===== config.mk =====
export PLATFORM = sky130hd
export DESIGN_NAME = rolm_top
export DESIGN_NICKNAME = d
export VERILOG_FILES = /design/src/hdl/rolm_pkg.sv /design/src/hdl/rolm_top.sv
export VERILOG_INCLUDE_DIRS = /design/src /design/src/hdl
export SDC_FILE = /design/constraint.sdc
export NUM_CORES = 1
export LEC_CHECK = 0
export CORE_MARGIN = 8
export CORE_UTILIZATION = 51
export CTS_CLUSTER_SIZE = 16
export DETAILED_ROUTE_END_ITERATION = 8
export DONT_BUFFER_PORTS = 1
export GPL_ROUTABILITY_DRIVEN = 1
export PLACE_DENSITY = 0.68
export SETUP_SLACK_MARGIN = 0.5
export SYNTH_ARGS = -nofsm -noshare
export SYNTH_HDL_FRONTEND = slang
export SYNTH_SLANG_ARGS = --single-unit

===== constraint.sdc =====
create_clock -name clk -period 13.5 [get_ports clk]
set_clock_uncertainty 0.05 [all_clocks]
set_input_delay 2.7 -clock clk [delete_from_list [all_inputs] [get_ports clk]]
set_output_delay 2.7 -clock clk [all_outputs]
set_load 0.005 [all_outputs]

===== src/hdl/rolm_cfg.svh =====
// Constants for the receive output and line monitor block.
// Assumes a 10 MHz system clock; all link signals arrive asynchronously.
//
// How it works
// RULE_01 - The drive monitor raises drive_fault_flag after 128 transmit bit periods without a bipolar pulse.
// RULE_02 - The drive monitor drops drive_fault_flag once a bipolar pulse is seen within the last 128 bit periods.
// RULE_03 - Internal monitoring of the transmit output can only be selected while the device runs in host mode.
// RULE_04 - With internal monitoring selected the monitor tip and ring inputs are ignored.
// RULE_05 - signal_lost_flag is high exactly while the channel declares the loss-of-signal defect.
// RULE_06 - clock_unlocked_flag is high exactly while the channel declares loss of lock.
// RULE_07 - Loss of lock is declared when the recovered clock is off the reference by 0.5 percent or more.
// RULE_08 - The lock reference is the E3 clock in DS3 mode, the STS-1 clock in STS-1 mode, the synthesiser clock in SINGLE_FREQUENCY_MODE.
// RULE_09 - In dual-rail mode the positive output pulses for one recovered clock period per positive line pulse.
// RULE_10 - In dual-rail mode negative pulses appear only on the negative output.
// RULE_11 - In single-rail mode the whole recovered data stream appears on the positive output.
// RULE_12 - Outputs change on a selectable recovered clock edge; the receiver samples on the other edge.
// RULE_13 - In single-rail mode the negative output pulses on a code violation or an excess-zeros event.
// RULE_14 - Each of the three channels has its own copy of the logic; only configuration and references are shared.
`ifndef ROLM_CFG_SVH
`define ROLM_CFG_SVH

`define ROLM_CHANNELS 3
`define ROLM_DMO_BITS 128
`define ROLM_DMO_W 8
`define ROLM_LOL_PPM 5000
`define ROLM_LOL_DIV (1000000 / `ROLM_LOL_PPM)
`define ROLM_LOL_WIN 1024
`define ROLM_WIN_W 11
`define ROLM_REF_W 12
`define ROLM_PROD_W 20
`define ROLM_BUF_DEPTH 2

// Per-channel synchroniser bit positions
`define ROLM_CS_W 13
`define ROLM_CS_RXCLK 0
`define ROLM_CS_RXPOS 1
`define ROLM_CS_RXNEG 2
`define ROLM_CS_CV 3
`define ROLM_CS_EXZ 4
`define ROLM_CS_LOS 5
`define ROLM_CS_TXCLK 6
`define ROLM_CS_TXP 7
`define ROLM_CS_TXN 8
`define ROLM_CS_MTIP 9
`define ROLM_CS_MRING 10
`define ROLM_CS_SRAIL 11
`define ROLM_CS_STS1 12

// Global synchroniser bit positions
`define ROLM_GS_W 7
`define ROLM_GS_E3 0
`define ROLM_GS_STS1 1
`define ROLM_GS_SFMC 2
`define ROLM_GS_HOST 3
`define ROLM_GS_INTMON 4
`define ROLM_GS_SFM 5
`define ROLM_GS_RISE 6

`endif


===== src/hdl/rolm_pkg.sv =====
// Types shared by the receive output and line monitor block.
// Assumes rolm_cfg.svh is on the include path.
`include "rolm_cfg.svh"

package rolm_pkg;

  typedef logic [`ROLM_CHANNELS-1:0] rolm_chan_t;

  typedef enum logic [1:0] {
    ROLM_REF_E3 = 2'h0,
    ROLM_REF_STS1 = 2'h1,
    ROLM_REF_SFM = 2'h2
  } rolm_ref_sel_t;

  typedef logic [1:0] rolm_word_t;

endpackage


===== src/hdl/rolm_top.sv =====
// Three-channel receive output, alarm flags and transmit drive monitor.
// Assumes every link input is asynchronous to clk and slower than clk / 4.
`timescale 1ns/100ps
`include "rolm_cfg.svh"

module rolm_top (
  input wire logic clk,
  input wire logic reset,
  input wire logic host_mode,
  input wire logic internal_monitor_sel,
  input wire logic single_frequency_mode,
  input wire logic rx_update_rising,
  input wire logic e3_ref_clock,
  input wire logic sts1_ref_clock,
  input wire logic sfm_ref_clock,
  input wire rolm_pkg::rolm_chan_t single_rail_mode,
  input wire rolm_pkg::rolm_chan_t sts1_mode,
  input wire rolm_pkg::rolm_chan_t rx_clock_in,
  input wire rolm_pkg::rolm_chan_t rx_pos_in,
  input wire rolm_pkg::rolm_chan_t rx_neg_in,
  input wire rolm_pkg::rolm_chan_t code_violation,
  input wire rolm_pkg::rolm_chan_t excess_zeros_event,
  input wire rolm_pkg::rolm_chan_t signal_absent_defect,
  input wire rolm_pkg::rolm_chan_t tx_clock_in,
  input wire rolm_pkg::rolm_chan_t tx_line_pos_out,
  input wire rolm_pkg::rolm_chan_t tx_line_neg_out,
  input wire rolm_pkg::rolm_chan_t monitor_tip_in,
  input wire rolm_pkg::rolm_chan_t monitor_ring_in,
  input wire rolm_pkg::rolm_chan_t rx_out_hold,
  output logic [`ROLM_CHANNELS-1:0] rx_clock_out,
  output logic [`ROLM_CHANNELS-1:0] rx_positive_out,
  output logic [`ROLM_CHANNELS-1:0] rx_negative_out,
  output logic [`ROLM_CHANNELS-1:0] rx_buffer_ready,
  output logic [`ROLM_CHANNELS-1:0] signal_lost_flag,
  output logic [`ROLM_CHANNELS-1:0] clock_unlocked_flag,
  output logic [`ROLM_CHANNELS-1:0] drive_fault_flag
);
  import rolm_pkg::*;

  ////////////////////////////////////////////////////////////////////////////
  // Shared decode

  // Picks the rising edge of the lock reference for one channel
  function automatic logic ref_pick(input rolm_ref_sel_t sel, input logic [2:0] rises);
    logic r;
    r = 1'b0;
    case (sel)
      ROLM_REF_E3: r = rises[`ROLM_GS_E3];
      ROLM_REF_STS1: r = rises[`ROLM_GS_STS1];
      ROLM_REF_SFM: r = rises[`ROLM_GS_SFMC];
      default: r = 1'b0;
    endcase
    return r;
  endfunction

  ////////////////////////////////////////////////////////////////////////////
  // Global synchronisers: reference clocks and shared configuration pins

  logic [`ROLM_GS_W-1:0] gs1_q, gs2_q, gs3_q;
  logic [`ROLM_GS_W-1:0] gs1_d, gs2_d, gs3_d;
  logic [2:0] ref_rise;
  logic int_mon_en;
  logic sfm_en;
  logic upd_rising;

  always_comb begin
    gs1_d = {rx_update_rising, single_frequency_mode, internal_monitor_sel, host_mode,
             sfm_ref_clock, sts1_ref_clock, e3_ref_clock};
    gs2_d = gs1_q;
    gs3_d = gs2_q;
    ref_rise = gs2_q[2:0] & ~gs3_q[2:0];
    int_mon_en = gs2_q[`ROLM_GS_HOST] & gs2_q[`ROLM_GS_INTMON]; // RULE_03
    sfm_en = gs2_q[`ROLM_GS_SFM];
    upd_rising = gs2_q[`ROLM_GS_RISE];
  end

  always_ff @(posedge clk) begin
    if (reset) begin
      gs1_q <= '0;
      gs2_q <= '0;
      gs3_q <= '0;
    end else begin
      gs1_q <= gs1_d;
      gs2_q <= gs2_d;
      gs3_q <= gs3_d;
    end
  end

  ////////////////////////////////////////////////////////////////////////////
  // Per-channel logic

  genvar ch;
  generate
    for (ch = 0; ch < `ROLM_CHANNELS; ch++) begin : g_chan // RULE_14
      logic [`ROLM_CS_W-1:0] cs1_q, cs2_q, cs3_q;
      logic [`ROLM_CS_W-1:0] cs1_d, cs2_d, cs3_d;
      rolm_word_t mem_q [`ROLM_BUF_DEPTH];
      rolm_word_t mem_d [`ROLM_BUF_DEPTH];
      logic wr_q, rd_q, wr_d, rd_d;
      logic [1:0] cnt_q, cnt_d;
      logic pos_q, neg_q, rclk_q, rdy_q, los_q, lol_q, dmo_q;
      logic pos_d, neg_d, rclk_d, rdy_d, los_d, lol_d, dmo_d;
      logic [`ROLM_DMO_W-1:0] idle_q, idle_d;
      logic [`ROLM_WIN_W-1:0] win_q, win_d;
      logic [`ROLM_REF_W-1:0] refc_q, refc_d;
      logic rx_rise, rx_fall, upd_edge, push, pop, tx_rise, bip_p, bip_n, ref_edge;
      logic win_end, ref_over;
      logic [`ROLM_REF_W-1:0] ref_next, diff;
      logic [`ROLM_PROD_W-1:0] prod;
      rolm_word_t word_in;
      rolm_ref_sel_t sel;

      always_comb begin
        cs1_d = {sts1_mode[ch], single_rail_mode[ch], monitor_ring_in[ch], monitor_tip_in[ch],
                 tx_line_neg_out[ch], tx_line_pos_out[ch], tx_clock_in[ch], signal_absent_defect[ch],
                 excess_zeros_event[ch], code_violation[ch], rx_neg_in[ch], rx_pos_in[ch], rx_clock_in[ch]};
        cs2_d = cs1_q;
        cs3_d = cs2_q;

        // Recovered clock edges and the selected update edge
        rx_rise = cs2_q[`ROLM_CS_RXCLK] & ~cs3_q[`ROLM_CS_RXCLK];
        rx_fall = ~cs2_q[`ROLM_CS_RXCLK] & cs3_q[`ROLM_CS_RXCLK];
        upd_edge = upd_rising ? rx_rise : rx_fall; // RULE_12
        rclk_d = cs2_q[`ROLM_CS_RXCLK];

        // Word formed from the line pulses at each recovered bit
        if (cs2_q[`ROLM_CS_SRAIL]) begin
          word_in[1] = cs2_q[`ROLM_CS_RXPOS] | cs2_q[`ROLM_CS_RXNEG]; // RULE_11
          word_in[0] = cs2_q[`ROLM_CS_CV] | cs2_q[`ROLM_CS_EXZ]; // RULE_13
        end else begin
          word_in[1] = cs2_q[`ROLM_CS_RXPOS]; // RULE_09
          word_in[0] = cs2_q[`ROLM_CS_RXNEG]; // RULE_10
        end

        // Two-entry buffer between bit capture and output update
        push = rx_rise & (cnt_q != 2'(`ROLM_BUF_DEPTH));
        pop = upd_edge & ~rx_out_hold[ch] & (cnt_q != 2'h0);
        mem_d = mem_q;
        wr_d = wr_q;
        rd_d = rd_q;
        if (push) begin
          mem_d[wr_q] = word_in;
          wr_d = ~wr_q;
        end
        if (pop) begin
          rd_d = ~rd_q;
        end
        cnt_d = cnt_q + 2'(push) - 2'(pop);
        rdy_d = (cnt_d != 2'(`ROLM_BUF_DEPTH));

        // Each output bit stands one full recovered period, from update edge to update edge
        pos_d = pos_q;
        neg_d = neg_q;
        if (upd_edge & ~rx_out_hold[ch]) begin
          pos_d = pop ? mem_q[rd_q][1] : 1'b0; // RULE_09
          neg_d = pop ? mem_q[rd_q][0] : 1'b0; // RULE_10
        end

        // Loss of signal follows the defect directly
        los_d = cs2_q[`ROLM_CS_LOS]; // RULE_05

        // Transmit drive monitor
        tx_rise = cs2_q[`ROLM_CS_TXCLK] & ~cs3_q[`ROLM_CS_TXCLK];
        bip_p = int_mon_en ? cs2_q[`ROLM_CS_TXP] : cs2_q[`ROLM_CS_MTIP]; // RULE_04
        bip_n = int_mon_en ? cs2_q[`ROLM_CS_TXN] : cs2_q[`ROLM_CS_MRING]; // RULE_04
        idle_d = idle_q;
        if (tx_rise) begin
          if (bip_p | bip_n) begin
            idle_d = '0; // RULE_02
          end else if (idle_q != `ROLM_DMO_W'(`ROLM_DMO_BITS)) begin
            idle_d = idle_q + 1'b1;
          end
        end
        dmo_d = (idle_d == `ROLM_DMO_W'(`ROLM_DMO_BITS)); // RULE_01

        // Lock detector: count reference edges over a window of recovered edges
        if (sfm_en) begin
          sel = ROLM_REF_SFM; // RULE_08
        end else if (cs2_q[`ROLM_CS_STS1]) begin
          sel = ROLM_REF_STS1; // RULE_08
        end else begin
          sel = ROLM_REF_E3; // RULE_08
        end
        ref_edge = ref_pick(sel, ref_rise);
        ref_next = refc_q + `ROLM_REF_W'(ref_edge);
        win_end = rx_rise & (win_q == `ROLM_WIN_W'(`ROLM_LOL_WIN - 1));
        ref_over = (ref_next == `ROLM_REF_W'(2 * `ROLM_LOL_WIN));
        if (ref_next >= `ROLM_REF_W'(`ROLM_LOL_WIN)) begin
          diff = ref_next - `ROLM_REF_W'(`ROLM_LOL_WIN);
        end else begin
          diff = `ROLM_REF_W'(`ROLM_LOL_WIN) - ref_next;
        end
        prod = `ROLM_PROD_W'(diff) * `ROLM_PROD_W'(`ROLM_LOL_DIV);
        lol_d = lol_q;
        win_d = win_q + `ROLM_WIN_W'(rx_rise);
        refc_d = ref_next;
        if (ref_over) begin
          lol_d = 1'b1; // RULE_07
          win_d = '0;
          refc_d = '0;
        end else if (win_end) begin
          lol_d = (prod >= `ROLM_PROD_W'(`ROLM_LOL_WIN)); // RULE_07
          win_d = '0;
          refc_d = '0;
        end
      end

      always_ff @(posedge clk) begin
        if (reset) begin
          cs1_q <= '0;
          cs2_q <= '0;
          cs3_q <= '0;
          mem_q <= '{default: '0};
          wr_q <= 1'b0;
          rd_q <= 1'b0;
          cnt_q <= '0;
          pos_q <= 1'b0;
          neg_q <= 1'b0;
          rclk_q <= 1'b0;
          rdy_q <= 1'b1;
          los_q <= 1'b0;
          lol_q <= 1'b1;
          dmo_q <= 1'b0;
          idle_q <= '0;
          win_q <= '0;
          refc_q <= '0;
        end else begin
          cs1_q <= cs1_d;
          cs2_q <= cs2_d;
          cs3_q <= cs3_d;
          mem_q <= mem_d;
          wr_q <= wr_d;
          rd_q <= rd_d;
          cnt_q <= cnt_d;
          pos_q <= pos_d;
          neg_q <= neg_d;
          rclk_q <= rclk_d;
          rdy_q <= rdy_d;
          los_q <= los_d;
          lol_q <= lol_d;
          dmo_q <= dmo_d;
          idle_q <= idle_d;
          win_q <= win_d;
          refc_q <= refc_d;
        end
      end

      assign rx_clock_out[ch] = rclk_q;
      assign rx_positive_out[ch] = pos_q;
      assign rx_negative_out[ch] = neg_q;
      assign rx_buffer_ready[ch] = rdy_q;
      assign signal_lost_flag[ch] = los_q; // RULE_05
      assign clock_unlocked_flag[ch] = lol_q; // RULE_06
      assign drive_fault_flag[ch] = dmo_q; // RULE_01
    end
  endgenerate

endmodule


# Yosys cells after proc, flatten, opt, wreduce, memory -nomap -nowiden
# Cells that the tools add are included.
[totals]
register_bits = 254
output_inout_bits = 21
input_bits = 51
[classes]
mul = 3
n_eq_ne = 24
n_addsub = 21
n_reduce_logical = 15
n_bitwise = 57
magnitude_cmp = 15
muxes = 57
[ops]
columns = ["operator", "n"]
rows = [
  ["2-to-1 mux 8 bit", 9],
  [">= comparator 20 x 11 -> 1 bit (second input constant)", 3],
  ["multiplier 12 x 5 -> 17 bit (second input constant)", 3],
  ["adder 12 x 1 -> 12 bit", 3],
  ["== test 12 bit (second input constant)", 3],
  [">= comparator 12 x 11 -> 1 bit (second input constant)", 3],
  ["2-to-1 mux 12 bit", 3],
  ["2-to-1 mux 2 bit", 18],
  ["subtractor 11 x 12 -> 12 bit (first input constant)", 3],
  ["subtractor 12 x 11 -> 12 bit (second input constant)", 3],
  ["adder 11 x 1 -> 11 bit", 3],
  ["== test 11 x 10 -> 1 bit (second input constant)", 3],
  ["adder 8 x 1 -> 8 bit (second input constant)", 3],
  ["== test 8 bit (second input constant)", 3],
  ["inequality test 8 bit (second input constant)", 3],
  ["AND 1 bit", 22],
  ["2-to-1 mux 1 bit", 18],
  ["inverter 1 bit", 18],
  ["bitwise mux 4 bit", 3],
  [">= comparator 2 bit (second input constant)", 6],
  ["inequality test 2 bit (second input constant)", 6],
  ["inverter 1 -> 2 bit", 6],
  ["OR 1 bit", 9],
  ["case mux 1 bit (3 select lines)", 3],
  ["13 further kinds", 35],
]

# Logic depth before layout (Yosys ltp)
[depth]
word_depth = 9
mapped_depth = 28
ltp_nobuf = 27

# Worst setup path before layout
# OpenSTA, ideal clock, no wires.
[synth_path]
path_kind = "register to register"
startpoint = "register gs2_q[0]"
endpoint = "register g_chan[0].lol_q"
n_path_buf = 1
path_stages_with_launch = 29
arrival_time_ps = 5209
slack_ps = 8114
setup_time_ps = 128
synth_period_minus_slack_ps = 5386
t_required_ps = 13322
cell_sequence = "dfxtp_1 -> nor2b_1 -> nor2_1 -> a21oi_1 -> o21a_1 -> ha_1 -> buf_2 -> xnor2_1 -> ha_1 -> and4_1 -> a32o_1 -> and2_1 -> nor2b_1 -> a21oi_2 -> xor2_2 -> inv_1 -> ha_1 -> ha_1 -> inv_1 -> fa_1 -> inv_1 -> ha_1 -> a211oi_1 -> or3b_2 -> o2111ai_1 -> a2111oi_0 -> nand4_1 -> nor4b_1 -> o21ai_0"
[synth_between]
elab_chain_len = 7
elab_cells_between_ends = 11
[synth_lines]
columns = ["item", "line", "source"]
rows = [
  ["start, declared", "rolm_top.sv:59", "logic [`ROLM_GS_W-1:0] gs1_q, gs2_q, gs3_q;"],
  ["start signal, assigned", "rolm_top.sv:84", "gs2_q <= gs2_d;"],
  ["AND 3 bit (*)", "rolm_top.sv:71", "ref_rise = gs2_q[2:0] & ~gs3_q[2:0];"],
  ["case mux 1 bit (3 select lines) (*)", "rolm_top.sv:47", "case (sel)"],
  ["adder 12 x 1 -> 12 bit (*)", "rolm_top.sv:185", "ref_next = refc_q + `ROLM_REF_W'(ref_edge);"],
  ["subtractor 11 x 12 -> 12 bit (no source line), or another cell as far along", "n/a", ""],
  ["2-to-1 mux 12 bit", "rolm_top.sv:188", "if (ref_next >= `ROLM_REF_W'(`ROLM_LOL_WIN)) begin"],
  ["multiplier 12 x 5 -> 17 bit (no source line)", "n/a", ""],
  [">= comparator 20 x 11 -> 1 bit", "rolm_top.sv:202", "lol_d = (prod >= `ROLM_PROD_W'(`ROLM_LOL_WIN));"],
  ["end signal, assigned", "rolm_top.sv:240", "lol_q <= lol_d;"],
  ["end, declared", "rolm_top.sv:101", "logic pos_q, neg_q, rclk_q, rdy_q, los_q, lol_q, dmo_q;"],
]
# Every way passes the cells marked *; elsewhere a longest branch is shown, timed or not.
# A chain may end at the register's enable or synchronous reset.

# Final worst setup path
[layout_path]
startpoint = "register gs2_q[0]"
endpoint = "register g_chan[2].lol_q"
[layout_between]
elab_chain_len = 7
elab_cells_between_ends = 11
[layout_lines]
columns = ["item", "line"]
rows = [
  ["AND 3 bit (*)", "rolm_top.sv:71"],
  ["case mux 1 bit (3 select lines) (*)", "rolm_top.sv:47"],
  ["adder 12 x 1 -> 12 bit (*)", "rolm_top.sv:185"],
  ["subtractor 11 x 12 -> 12 bit (no source line), or another cell as far along", "n/a"],
  ["2-to-1 mux 12 bit", "rolm_top.sv:188"],
  ["multiplier 12 x 5 -> 17 bit (no source line)", "n/a"],
  [">= comparator 20 x 11 -> 1 bit", "rolm_top.sv:202"],
  ["end signal, assigned", "rolm_top.sv:240"],
  ["end, declared", "rolm_top.sv:101"],
]
# Marked as above.

==> metrics.md <==
| Metric | Value |
|---|---|
| Max-cap viol count | `0` |
| WS Path Type | `flop to flop` |
| Die Width | `approximately 180 um` |
| Final worst slack | `7.36 ns` |
| Clk buf depth | `3` |
| Sequential area share after synthesis | `0.336` |
| Leakage | `roughly 6.3 nW` |
| Hold endpoint | `gs2_q[1]$_SDFF_PP0_` |
| Fin Setup TNS | `0 ns` |
| Initial DRC count | `465` |
| Layout net count | `1760` |
| CTS root buf | `clkbuf_16` |
| Final antenna-violating net count | `0` |
| Most used DFF post-synth | `dfxtp_1` |
| Peak supply drop | `between 0.0001 and 0.00015 V` |
| Post-layout util | `0.545` |
| CTS tree | `built` |
| Vias post-DR | `between 9000 and 10000` |
| Share of post-route cells with drive strength above 1 | `0.0667` |
| Worst-path fanout max | `12` |
| Initial antenna violation count | `2` |
| Post-CTS Hold Buffers | `0` |
| Area grow syn2layout | `6.39%` |
| Yosys Warn Count | `0` |
| Slew HR | `0.375` |
| R2R setup slack | `7.36 ns` |
| RSZ-0062 raised after global routing | `false` |
| Inserted Clock Buffers | `25` |
| Synthesized Nets | `around 1800` |
| Worst skew pair latency | `0.51 ns` |
| CORE AREA | `~27000 um2` |
| Status | `finished, final reports clean` |
| Post-CTS setup repair buffer count | `0` |
| Vias per cell | `roughly 5.2` |
| FMAX | `between 150 and 200 MHz` |
| Final min period | `roughly 6.1 ns` |
| Final hold vios | `0` |
| Detailed Routing Iterations Pass 1 | `4` |
| Final WL | `24.9 mm` |
| FF+latch count, synth | `236` |
| FFs w/ async S/R, synth | `0` |
| Worst Path Required | `~14 ns` |
| # rows | `between 60 and 70` |
| Post-CTS Resized | `0` |
| Avg Inst Size Synth | `8.88 um2` |
| Hpwl dp | `18.9 mm` |
| Vias in the first global route | `9542` |
| Die H | `about 180 um` |
| IO Pins | `72` |
| Max-slew violation count | `0` |
| First-pass GRT wire length | `43.4 mm` |
| H-tree depth | `1` |
| Post-synthesis cell type count | `just over 90` |
| Synthesized instance count | `between 1500 and 2000` |
| Post-synth EDFFs | `0` |
| GRT Resource Usage Total | `0.149` |
| Arr. time, crit path | `6.48 ns` |
| Die area | `roughly 33000 um2` |
| CP startpoint kind | `flop` |
| CTS Sinks | `~240` |
| GRT overflow | `0` |
| Setup-failing EPs final | `0` |
| Worst slew pin tran | `roughly 0.93 ns` |
| Pre-CTS setup slack | `approximately 7.4 ns` |
| Initial core utilization | `0.512` |
| Final GP Congestion | `~0.86` |
| R2R depth | `23` |
| Port Buf Inserts | `0` |
| Worst Hold Launch | `gs1_q[1]$_SDFF_PP0_` |
| R2r endpoint | `g_chan[2].lol_q$_SDFFE_PP1P_` |
| Fin crit share | `0.455` |
| Drc violations | `0` |
| Pwr per Cell Area | `181 nW/um2` |
| Drt wl/cell | `13.0 um` |
| Placed Instances | `around 1900` |
| Non-Filler Instances | `approximately 1900` |
| Clk slew on worst S/H paths | `0.06 ns` |
| Cell Area, Synth | `around 14000 um2` |
| Hold Path Depth | `1` |
| Largest net degree at the start of global routing | `157` |
| RR Startpoint | `gs2_q[0]$_SDFF_PP0_` |
| CP endpoint kind | `flop` |
| HP Class | `flop to flop` |
## area by class of cell
class | count | area (um2)
fillers | 2506 | 12500
flip-flops and latches | 236 | 4720
well taps | 346 | 433
diodes | 2 | 5.00
clock buffers | 28 | 667
multi-input cells | 1156 | 8450
clock inverters | 18 | 233
inverters | 122 | 458
## layout by cell type, fill, tap and decap left out, types with 10 or more instances in the layout
cell type  Yosys  final
o21ai_0       39     39
a31oi_1       10     10
nand2_1       70     70
nor2b_1      123    123
a22oi_1       11     11
dfxtp_1      236    236
nand3_1       51     51
clkbuf_16      0     25
nor3_1        26     26
a21oi_1       64     64
nand4_1       22     22
fa_1          18     18
and3_1        16     16
nand2b_1      15     15
xnor2_1       79     79
nor2_1       202    202
inv_1        121    121
xor2_1        52     52
a211oi_1      10     10
ha_1         150    150
## worst max-delay path, stage by stage (launching register included)
cell and delay, ns:
dfxtp_1 0.31, nor2b_1 0.21, nor2_1 0.06, a21oi_1 0.12
o21a_1 0.14, ha_1 0.20, ha_1 0.46, nand3_4 0.17
nor2_1 0.15, xnor2_1 0.27, o2111ai_1 0.30, or2_2 0.36
a21oi_1 0.34, ha_1 0.30, ha_1 0.30, ha_1 0.31
ha_1 0.39, a21o_1 0.22, a21oi_1 0.18, mux2i_1 0.23
o2111ai_1 0.14, a211o_2 0.34, a2111oi_0 0.38, a2bb2oi_1 0.10
## synth_stat cells, types with 18 or more instances
cell type	count	area, um2
a21oi_1	64	320
buf_4	26	195
nor3_1	26	130
ha_1	150	1880
xnor2_1	79	692
nand4_1	22	138
nand3_1	51	255
xor2_1	52	455
nor2_1	202	758
clkbuf_1	28	105
nand2_1	70	263
inv_1	121	454
nor2b_1	123	769
dfxtp_1	236	4720
fa_1	18	360
o21ai_0	39	195
## worst max path at each step
stage                                         endpoint  slack [ns]                start  cells after the start
after global placement    g_chan[2].lol_q$_SDFFE_PP1P_        7.55  gs2_q[0]$_SDFF_PP0_                     23
after detailed placement  g_chan[2].lol_q$_SDFFE_PP1P_        7.43  gs2_q[0]$_SDFF_PP0_                     23
final                     g_chan[2].lol_q$_SDFFE_PP1P_        7.36  gs2_q[0]$_SDFF_PP0_                     23
after CTS                 g_chan[2].lol_q$_SDFFE_PP1P_        7.36  gs2_q[0]$_SDFF_PP0_                     23
after floorplan           g_chan[0].lol_q$_SDFFE_PP1P_        8.11  gs2_q[0]$_SDFF_PP0_                     28
after global routing      g_chan[2].lol_q$_SDFFE_PP1P_        6.89  gs2_q[0]$_SDFF_PP0_                     23
## registers in the layout (all words and copies together), names as in the netlist, 6 cells and up
register,flops
g_chan.refc_q,36
g_chan.idle_q,24
g_chan.cs3_q,9
g_chan.cs1_q,39
g_chan.win_q,33
gs2_q,7
g_chan.cs2_q,39
g_chan.cnt_q,6
g_chan.mem_q,12
gs1_q,7
## where the power goes
group / internal [mW] / total, mW / switching, mW
Combinational: 0.558 / 1.27 / 0.712
Clock: 0.438 / 0.722 / 0.284
Sequential: 0.715 / 0.724 / 0.00858
Total: 1.71 / 2.72 / 1.00
## kinds of logic after synthesis
logic type,count (synthesis),share of synthesized area
simple gates,608,0.228
flops,236,0.336
compound gates,223,0.108
buf+inv,193,0.0638
fa+ha+maj,168,0.159
xor+xnor,139,0.0924
mux,18,0.0136
## metal layers
metal	wire [um]	GRT usage	up-vias
li1	-	-	5264
met1	12500	0.202	4482
met2	10800	0.240	158
met3	1140	0.0302	32
met4	407	0.0348	2
met5	9	0	-
## metrics by stage
stage,power (mW),hold WS (ns),cell area (um2)
2_1_floorplan,1.77,0.360,14100
3_3_place_gp,1.98,0.366,14100
3_5_place_dp,1.99,0.372,14100
4_1_cts,2.74,0.382,15000
5_1_grt,2.95,0.399,15000
6_report,2.72,0.379,15000
Power figures use the tool's default switching activity.
